### src/verilog/jbs_consts.vh
`ifndef JBS_CONSTS_VH
`define JBS_CONSTS_VH
// instruction register width and capture pattern
`define JBS_IR_W 4
`define JBS_IR_CAPT 4'h1
// opcodes
`define JBS_OP_EXTEST 4'h0
`define JBS_OP_SAMPLE 4'h1
`define JBS_OP_IDCODE 4'h2
`define JBS_OP_UCODE 4'h3
`define JBS_OP_PENA 4'h4
`define JBS_OP_PADDR 4'h5
`define JBS_OP_PDATA 4'h6
`define JBS_OP_PDONE 4'h7
`define JBS_OP_PDIS 4'h8
`define JBS_OP_BYPASS 4'hF
// test pin positions within the four-pin group
`define JBS_TP_TCK 0
`define JBS_TP_TMS 1
`define JBS_TP_TDI 2
`define JBS_TP_TDO 3
// fixed register lengths
`define JBS_LEN_ID 8'h20
`define JBS_LEN_ONE 8'h01
// reset values
`define JBS_UCODE_RST 32'hFFFFFFFF
`endif

### src/verilog/jbs_mem.v
`timescale 1ns/10ps
module jbs_mem #(
   parameter AW = 6, // address width
   parameter DW = 32 // word width
) (
   input wire clock, // system clock
   input wire we, // write strobe, one cycle
   input wire [AW-1:0] waddr, // write address
   input wire [DW-1:0] wdata, // write data
   input wire [AW-1:0] raddr, // read address
   output reg [DW-1:0] rdata_q // registered read data
);
   // configuration store; contents are not touched by reset
   reg [DW-1:0] mem [0:(1<<AW)-1];

   //////////////////////////////////////////////////////////////////
   // write port and registered read port
   always @(posedge clock) begin
      if (we) begin
         mem[waddr] <= wdata;
      end
      rdata_q <= mem[raddr];
   end
endmodule

### src/verilog/jbs_port.v
// Notes on behaviour
// - programming over four-pin serial test port
// - pins float with pull-up while programming
// - done flag last; no drive until set
// - sample captures pin values without disturbance
// - sample preloads pattern for external test
// - external test drives outputs once done flag set and not programming, captures inputs
// - bypass puts one bit between data pins
// - identification code shifts out serially
// - 32-bit user code shifts out serially
// - extra instructions load non-volatile configuration
// - programming flow follows concurrent programming standard
// - test pins become user pins when unused
// - four pins dedicated when test port used
`timescale 1ns/10ps
`include "jbs_consts.vh"
module jbs_port #(
   parameter NPIN = 30, // user i/o pins
   parameter AW = 6, // configuration address width
   parameter DW = 32, // configuration word width
   parameter [31:0] IDCODE = 32'h00001001 // arbitrary value
) (
   input wire clock, // system clock
   input wire rst_b, // sync reset, active low
   input wire jtag_en, // test port in use (pin level)
   input wire [3:0] tp_i, // test pin levels
   output reg [3:0] tp_o, // test pin drive values
   output reg [3:0] tp_oe, // test pin enables
   input wire [3:0] core_tp_o, // user values for test pins
   input wire [3:0] core_tp_oe, // user enables for test pins
   output reg [3:0] core_tp_i, // test pin levels to user
   input wire [NPIN-1:0] pin_i, // user pin levels
   output reg [NPIN-1:0] pin_o, // user pin drive values
   output reg [NPIN-1:0] pin_oe, // user pin enables
   output reg [NPIN-1:0] pin_pu, // weak pull-up enables
   input wire [NPIN-1:0] core_o, // core drive values
   input wire [NPIN-1:0] core_oe, // core enables
   output reg [NPIN-1:0] core_i, // pin levels to core
   output reg prog_busy, // programming mode active
   output reg prog_done // programming complete flag
);
   localparam BSR = 3 * NPIN; // boundary cells: in, out, enable
   localparam SRW = (BSR > DW) ? ((BSR > 32) ? BSR : 32)
                               : ((DW > 32) ? DW : 32);
   localparam IRW = `JBS_IR_W;

   //////////////////////////////////////////////////////////////////
   // input synchronisers
   reg [3:0] tp_s1_q; // first stage, test pins
   reg [3:0] tp_s2_q; // second stage, test pins
   reg tck_s3_q; // delayed tck for edge finding
   reg en_s1_q; // first stage, enable
   reg en_s2_q; // second stage, enable
   reg [NPIN-1:0] pi_s1_q; // first stage, user pins
   reg [NPIN-1:0] pi_s2_q; // second stage, user pins

   always @(posedge clock) begin
      if (!rst_b) begin
         tp_s1_q <= 4'h0;
         tp_s2_q <= 4'h0;
         tck_s3_q <= 1'b0;
         en_s1_q <= 1'b0;
         en_s2_q <= 1'b0;
         pi_s1_q <= {NPIN{1'b0}};
         pi_s2_q <= {NPIN{1'b0}};
      end else begin
         tp_s1_q <= tp_i;
         tp_s2_q <= tp_s1_q;
         tck_s3_q <= tp_s2_q[`JBS_TP_TCK];
         en_s1_q <= jtag_en;
         en_s2_q <= en_s1_q;
         pi_s1_q <= pin_i;
         pi_s2_q <= pi_s1_q;
      end
   end

   // tck edges; test clock must stay slower than a few system clocks
   wire tck = tp_s2_q[`JBS_TP_TCK];
   wire tck_rise = en_s2_q & tck & ~tck_s3_q;
   wire tck_fall = en_s2_q & ~tck & tck_s3_q;
   wire tms = tp_s2_q[`JBS_TP_TMS];
   wire tdi = tp_s2_q[`JBS_TP_TDI];

   //////////////////////////////////////////////////////////////////
   // controller
   wire st_tlr; // test-logic-reset
   wire st_cdr; // capture-dr
   wire st_sdr; // shift-dr
   wire st_udr; // update-dr
   wire st_cir; // capture-ir
   wire st_sir; // shift-ir
   wire st_uir; // update-ir

   jbs_tap u_tap (
      .clock(clock),
      .rst_b(rst_b),
      .hold(~en_s2_q),
      .step(tck_rise),
      .tms(tms),
      .st_tlr(st_tlr),
      .st_cdr(st_cdr),
      .st_sdr(st_sdr),
      .st_udr(st_udr),
      .st_cir(st_cir),
      .st_sir(st_sir),
      .st_uir(st_uir)
   );

   //////////////////////////////////////////////////////////////////
   // data register length per instruction
   function [7:0] dr_len;
      input [IRW-1:0] op;
      begin
         case (op)
            `JBS_OP_EXTEST, `JBS_OP_SAMPLE: dr_len = BSR[7:0];
            `JBS_OP_IDCODE, `JBS_OP_UCODE: dr_len = `JBS_LEN_ID;
            `JBS_OP_PADDR: dr_len = AW[7:0];
            `JBS_OP_PDATA: dr_len = DW[7:0];
            default: dr_len = `JBS_LEN_ONE; // bypass and 1-bit ops
         endcase
      end
   endfunction

   reg [IRW-1:0] ir_q; // active instruction
   reg [IRW-1:0] irs_q; // instruction shift stage
   reg [SRW-1:0] sr_q; // shared data shift register
   reg [BSR-1:0] upd_q; // boundary update latches
   reg [AW-1:0] addr_q; // programming address
   reg [31:0] ucode_q; // user code
   reg isp_q; // programming mode
   reg done_q; // programming complete flag
   reg tdo_q; // serial out value
   reg tdo_oe_q; // serial out enable
   wire [DW-1:0] mem_rd; // configuration read data
   reg [SRW-1:0] cap_v; // capture value
   reg [SRW-1:0] sh_v; // shifted value
   wire [7:0] len = dr_len(ir_q);
   integer i;

   //////////////////////////////////////////////////////////////////
   // capture source per instruction
   always @* begin
      cap_v = {SRW{1'b0}};
      case (ir_q)
         `JBS_OP_EXTEST, `JBS_OP_SAMPLE: begin
            cap_v[BSR-1:0] = {pin_oe, pin_o, pi_s2_q};
         end
         `JBS_OP_IDCODE: cap_v[31:0] = IDCODE;
         `JBS_OP_UCODE: cap_v[31:0] = ucode_q;
         `JBS_OP_PADDR: cap_v[AW-1:0] = addr_q;
         `JBS_OP_PDATA: cap_v[DW-1:0] = mem_rd;
         `JBS_OP_PDONE: cap_v[0] = done_q;
         default: cap_v[0] = 1'b0; // bypass cell
      endcase
   end

   // shift toward bit 0, tdi enters at the top of the active length
   wire [SRW-1:0] sr_dn = sr_q >> 1; // one place down, no index past top
   always @* begin
      sh_v = {SRW{1'b0}};
      for (i = 0; i < SRW; i = i + 1) begin
         if (i == len - 1) begin
            sh_v[i] = tdi;
         end else if (i < len - 1) begin
            sh_v[i] = sr_dn[i];
         end
      end
   end

   // configuration writes only inside programming mode
   wire mem_we = tck_rise & st_udr & isp_q & (ir_q == `JBS_OP_PDATA);

   jbs_mem #(.AW(AW), .DW(DW)) u_mem (
      .clock(clock),
      .we(mem_we),
      .waddr(addr_q),
      .wdata(sr_q[DW-1:0]),
      .raddr(addr_q),
      .rdata_q(mem_rd)
   );

   //////////////////////////////////////////////////////////////////
   // scan actions on the test clock rise
   always @(posedge clock) begin
      if (!rst_b) begin
         ir_q <= `JBS_OP_IDCODE;
         irs_q <= {IRW{1'b0}};
         sr_q <= {SRW{1'b0}};
         upd_q <= {BSR{1'b0}};
         addr_q <= {AW{1'b0}};
         ucode_q <= `JBS_UCODE_RST;
         isp_q <= 1'b0;
         done_q <= 1'b0;
      end else if (tck_rise) begin
         if (st_tlr) begin
            ir_q <= `JBS_OP_IDCODE;
         end
         if (st_cir) begin
            irs_q <= `JBS_IR_CAPT;
         end else if (st_sir) begin
            irs_q <= {tdi, irs_q[IRW-1:1]};
         end else if (st_uir) begin
            ir_q <= irs_q;
         end
         if (st_cdr) begin
            sr_q <= cap_v;
         end else if (st_sdr) begin
            sr_q <= sh_v;
         end else if (st_udr) begin
            case (ir_q)
               `JBS_OP_EXTEST, `JBS_OP_SAMPLE: begin
                  upd_q <= sr_q[BSR-1:0];
               end
               `JBS_OP_PENA: begin
                  isp_q <= 1'b1;
                  done_q <= 1'b0; // flag erased first
               end
               `JBS_OP_PDIS: isp_q <= 1'b0;
               `JBS_OP_PADDR: if (isp_q) addr_q <= sr_q[AW-1:0];
               `JBS_OP_PDATA: begin
                  if (isp_q && (&addr_q)) begin
                     ucode_q <= sr_q[31:0]; // top word is user code
                  end
               end
               `JBS_OP_PDONE: begin
                  if (isp_q) done_q <= sr_q[0]; // last bit written
               end
               default: upd_q <= upd_q; // bypass, idcode: no effect
            endcase
         end
      end
   end

   //////////////////////////////////////////////////////////////////
   // serial out changes on the falling test clock edge
   always @(posedge clock) begin
      if (!rst_b || !en_s2_q) begin
         tdo_q <= 1'b0;
         tdo_oe_q <= 1'b0;
      end else if (tck_fall) begin
         tdo_q <= st_sir ? irs_q[0] : sr_q[0];
         tdo_oe_q <= st_sir | st_sdr;
      end
   end

   //////////////////////////////////////////////////////////////////
   // user pin drive; programming and blank flag both keep pins off
   always @(posedge clock) begin
      if (!rst_b) begin
         pin_o <= {NPIN{1'b0}};
         pin_oe <= {NPIN{1'b0}};
         pin_pu <= {NPIN{1'b0}};
         core_i <= {NPIN{1'b0}};
         prog_busy <= 1'b0;
         prog_done <= 1'b0;
      end else begin
         core_i <= pi_s2_q; // sampling never disturbs the core
         prog_busy <= isp_q;
         prog_done <= done_q;
         if (isp_q) begin
            pin_o <= {NPIN{1'b0}};
            pin_oe <= {NPIN{1'b0}};
            pin_pu <= {NPIN{1'b1}};
         end else if (!done_q) begin
            pin_o <= {NPIN{1'b0}};
            pin_oe <= {NPIN{1'b0}};
            pin_pu <= {NPIN{1'b0}};
         end else if (ir_q == `JBS_OP_EXTEST) begin
            pin_o <= upd_q[2*NPIN-1:NPIN];
            pin_oe <= upd_q[BSR-1:2*NPIN];
            pin_pu <= {NPIN{1'b0}};
         end else begin
            pin_o <= core_o;
            pin_oe <= core_oe;
            pin_pu <= {NPIN{1'b0}};
         end
      end
   end

   //////////////////////////////////////////////////////////////////
   // the four test pins: dedicated port or plain user pins
   always @(posedge clock) begin
      if (!rst_b) begin
         tp_o <= 4'h0;
         tp_oe <= 4'h0;
         core_tp_i <= 4'h0;
      end else if (en_s2_q) begin
         tp_o <= {tdo_q, 3'b000};
         tp_oe <= {tdo_oe_q, 3'b000};
         core_tp_i <= 4'h0;
      end else begin
         tp_o <= core_tp_o;
         tp_oe <= (done_q && !isp_q) ? core_tp_oe : 4'h0;
         core_tp_i <= tp_s2_q;
      end
   end
endmodule

### src/verilog/jbs_tap.v
`timescale 1ns/10ps
module jbs_tap (
   input wire clock, // system clock
   input wire rst_b, // sync reset, active low
   input wire hold, // forces test-logic-reset
   input wire step, // one-cycle pulse per test clock rise
   input wire tms, // synchronised mode select
   output wire st_tlr, // in test-logic-reset
   output wire st_cdr, // in capture-dr
   output wire st_sdr, // in shift-dr
   output wire st_udr, // in update-dr
   output wire st_cir, // in capture-ir
   output wire st_sir, // in shift-ir
   output wire st_uir // in update-ir
);
   // one-hot states of the sixteen-state controller
   localparam TLR = 16'h0001;
   localparam RTI = 16'h0002;
   localparam SDS = 16'h0004;
   localparam CDR = 16'h0008;
   localparam SDR = 16'h0010;
   localparam E1D = 16'h0020;
   localparam PDR = 16'h0040;
   localparam E2D = 16'h0080;
   localparam UDR = 16'h0100;
   localparam SIS = 16'h0200;
   localparam CIR = 16'h0400;
   localparam SIR = 16'h0800;
   localparam E1I = 16'h1000;
   localparam PIR = 16'h2000;
   localparam E2I = 16'h4000;
   localparam UIR = 16'h8000;

   reg [15:0] state_q; // current state
   reg [15:0] state_d; // next state

   //////////////////////////////////////////////////////////////////
   // next state from tms
   always @* begin
      case (state_q)
         TLR: state_d = tms ? TLR : RTI;
         RTI: state_d = tms ? SDS : RTI;
         SDS: state_d = tms ? SIS : CDR;
         CDR: state_d = tms ? E1D : SDR;
         SDR: state_d = tms ? E1D : SDR;
         E1D: state_d = tms ? UDR : PDR;
         PDR: state_d = tms ? E2D : PDR;
         E2D: state_d = tms ? UDR : SDR;
         UDR: state_d = tms ? SDS : RTI;
         SIS: state_d = tms ? TLR : CIR;
         CIR: state_d = tms ? E1I : SIR;
         SIR: state_d = tms ? E1I : SIR;
         E1I: state_d = tms ? UIR : PIR;
         PIR: state_d = tms ? E2I : PIR;
         E2I: state_d = tms ? UIR : SIR;
         UIR: state_d = tms ? SDS : RTI;
         default: state_d = TLR; // illegal code recovers
      endcase
   end

   //////////////////////////////////////////////////////////////////
   // advance only on a test clock rise
   always @(posedge clock) begin
      if (!rst_b || hold) begin
         state_q <= TLR;
      end else if (step) begin
         state_q <= state_d;
      end
   end

   assign st_tlr = state_q == TLR;
   assign st_cdr = state_q == CDR;
   assign st_sdr = state_q == SDR;
   assign st_udr = state_q == UDR;
   assign st_cir = state_q == CIR;
   assign st_sir = state_q == SIR;
   assign st_uir = state_q == UIR;
endmodule
### config.mk
export PLATFORM = sky130hd
export DESIGN_NAME = jbs_port
export DESIGN_NICKNAME = d
export VERILOG_FILES = /design/src/verilog/jbs_mem.v /design/src/verilog/jbs_port.v /design/src/verilog/jbs_tap.v
export VERILOG_INCLUDE_DIRS = /design/src /design/src/verilog
export SDC_FILE = /design/constraint.sdc
export NUM_CORES = 2
export LEC_CHECK = 0
export BUFFER_PORTS_ARGS = -buffer_cell sky130_fd_sc_hd__buf_2
export CORE_ASPECT_RATIO = 1.4
export CORE_UTILIZATION = 33
export CTS_CLUSTER_SIZE = 10
export DETAILED_ROUTE_END_ITERATION = 10
export HOLD_SLACK_MARGIN = 0.12
export SYNTH_ARGS = -nofsm -noshare
export SYNTH_HDL_FRONTEND = slang
export SYNTH_HIERARCHICAL = 1
export SYNTH_SLANG_ARGS = --single-unit
### constraint.sdc
create_clock -name clock -period 15.6 [get_ports clock]
set_clock_uncertainty 0.2 [all_clocks]
set_input_delay 1.56 -clock clock [delete_from_list [all_inputs] [get_ports clock]]
set_output_delay 1.56 -clock clock [all_outputs]
set_load 0.01 [all_outputs]
==> impl_metrics.py <==
metrics = {
    "global_routing": {
        "grt_pass1_vias": 50400,
        "grtUsageTotal_pct": 16.8,
        "grt_pass1_wl_mm": 356,
        "grt_max_degree": 112,
        "globalRouteOverflowTotal": 0,
        "grt_antenna_before_repair": 4,
    },
    "drt": {
        "wl_met3_mm": 15.3,
        "wl_met1_mm": 97.6,
        "final_antenna_net_count": 1,
        "first_pass_iters": 6,
        "totalWireLength_mm": 247,
        "vias": 49900,
        "top_layer": "met5",
        "viasPerCell": 5.35,
        "drc": 0,
        "wl_per_cell_microns": 26.5,
        "wl_met2_mm": 128,
        "drt_iter0_markers": 5215,
    },
    "yosys": {
        "ys.flop_type": "edfxtp_1",
        "seq_area_frac_synth_pct": 74.2,
        "synth_warnings": 6,
        "synth_cell_types": 79,
        "synth-seq-cells": 2471,
        "async_flop_share_pct": 0,
        "ys_top_cells_by_area": "edfxtp_1, mux4_2, dfxtp_1",
        "synthesis.nets": 5263,
        "synth_common_cells": "edfxtp_1, mux4_2, dfxtp_1",
        "yosysMostFrequentCell": "edfxtp_1",
        "synth_area_sq_mm": 0.0942,
        "synth-edff-count": 2048,
        "postSynthAreaPerCell_sq_um": 18.3,
        "yosysTopAreaCellShare_pct": 65.3,
        "synth_top_area_cell": "edfxtp_1",
        "synthCells": 5158,
    },
    "sta": {
        "slew_violations": 0,
        "setup_violations": 0,
        "rsz0062_at_grt": "no",
        "worstMarginPinSlew_ps": 1360,
        "worst_slack_ps": 9370,
        "period_share_pct": 39.9,
        "period_needed_ps": 6230,
        "hold_viol_final": 0,
        "slew_headroom_pct": 8.34,
        "clock.fmax_mhz": 161,
        "setup_tns_ps": 0,
    },
    "setup_path": {
        "crit_arrival_ps": 6540,
        "crit_path_start_kind": "flop",
        "required_ps": 15910,
        "crit_fanout": 17,
        "cp-end-kind": "flop",
        "setup.worst_path.class": "reg -> reg",
    },
    "pwr": {
        "internal_power_uw": 10600,
        "pwr-share-clk_pct": 46.0,
        "peakVddDrop_mv": 0.0885,
        "fin_total_pwr_uw": 13200,
        "power_frac_comb_pct": 0.4,
        "p_sw_share_pct": 19.5,
        "cellLeakagePower_uw": 0.0327,
        "pwr-share-seq_pct": 53.6,
        "p_sw_uw": 2560,
        "power_density_mw_per_mm2": 122,
    },
    "placement": {
        "port-buffer-count": 238,
        "place.gp.congestion": 0.798,
        "pre_cts_ws_ps": 9560,
        "dpl.hpwl_mm": 144,
    },
    "final_layout": {
        "area_growth_syn_to_layout_pct": 14.9,
        "fin_util_pct": 38.2,
        "register_area_sq_mm": 0.0700,
        "drive_gt1_share_pct": 25.8,
        "fill_cells": 25500,
        "nets": 5561,
        "multi_input_area_sq_mm": 0.0230,
    },
    "clock_tree": {
        "cts_buffers": 292,
        "htree_levels": 5,
        "cts_buffer_depth": 4,
        "postCtsResizedCells": 0,
        "clk_latency_ps": 870,
        "post_cts_buffers": 0,
        "cts_tree": "yes",
        "cts_sinks": 2471,
        "clkTransAtPathRegs_ps": 50,
        "root_buffer": "clkbuf_16",
        "holdBufCountCts": 0,
    },
    "floorplanning": {
        "core_area_sq_mm": 0.284,
        "start_util_pct": 33.2,
        "ios": 239,
        "die_area_sq_mm": 0.288,
        "rows": 231,
        "fp.dieH_microns": 634,
        "die_w_microns": 454,
    },
    "run_status": {
        "violations": "antenna violations",
        "status": "finished, violations left",
    },
    "run": {
        "drv_cap": 0,
    },
    "worst_hold_path": {
        "hold_class": "reg -> reg",
    },
}
## area by class of cell
class                           count  share of cell area, %
Tap cell                         3728                   4.31
Clock inverter                     26                  0.372
Antenna cell                        8                 0.0185
Timing Repair Buffer              373                   2.13
Inverter                           18                 0.0670
Multi-Input combinational cell   2300                   21.2
Sequential cell                  2471                   64.7
Clock buffer                      395                   7.23
## kinds of logic after synthesis
group	count (synthesis)	synth area share, %
muxes	705	14.8
buffers and inverters	387	1.96
DFF	2471	74.2
xor gates and xnor gates	9	0.0836
AOI/OAI and AO/OA	595	3.80
and+or+nand+nor	991	5.12
## critical path, cell delays in order, from the launching register on
cell and delay (ps):
dfxtp_1 370, nor4_1 540, nand2_1 200, nor4b_1 780
nand2_1 130, nor3_1 1070, nand4_1 1100, nor2_4 1010
buf_4 450
## layout by cell type (no fill, tap or decap), types with 9 or more instances in the layout
cell type	instances
o221ai_1	50
o21ai_0	59
mux2i_1	102
dfxtp_1	384
dfxtp_4	12
nor3_1	17
mux4_2	544
and2_1	113
a22oi_1	21
clkbuf_1	96
dfxtp_2	27
nor2b_1	18
inv_6	9
nor3b_1	10
nor2_4	63
nand3b_1	36
edfxtp_1	2048
o22ai_1	85
a21oi_1	306
nor2_1	114
buf_4	128
and3_1	15
nand3_1	139
buf_2	237
nand2_1	368
nand2b_1	17
nand4_1	11
mux2_2	59
a221o_1	10
clkbuf_16	298
inv_1	16
## flip-flops by register name, indices dropped and copies added, names as in the netlist, 32 cells and up
signal / count
u_mem/mem: 2048
sr_q: 90
upd_q: 60
u_mem/rdata_q: 32
ucode_q: 32
## metal layers
metal | GRT usage (%) | up-vias
met2 | 29.6 | 1858
met3 | 2.63 | 352
met1 | 21.4 | 26600
met5 | 0 | -
li1 | - | 21100
met4 | 4.45 | 2
## per-stage QoR
stage	hold slack, ps	area (sq um)	std cells
final	230	108000	9319
after global routing	240	108000	9312
after CTS	235	108000	9311
after detailed placement	219	100000	8890
after global placement	220	100000	8890
after floorplan	205	94200	5158
## power groups by stage
stage                     Sequential (uW)  Combinational [uW]  Clock [uW]
after global routing                 7060                52.7        6430
after global placement               7200                47.8           0
after detailed placement             7200                47.8           0
after CTS                            7060                48.4        6180
after floorplan                      7200                21.8           0
final                                7060                47.4        6060
## worst paths after layout
| kind | start | to | slack (ps) | cells after the start |
|---|---|---|---|---|
| max | u_tap/state_q[10] | u_mem/mem[55][2] | 9370 | 8 |
| min | pi_s2_q[7] | core_i[7] | 230 | 2 |
| max reg2reg | u_tap/state_q[10] | u_mem/mem[55][2] | 9370 | 8 |
| min reg2reg | pi_s2_q[7] | core_i[7] | 230 | 2 |
Note: power is estimated with default switching activity, not from simulation.
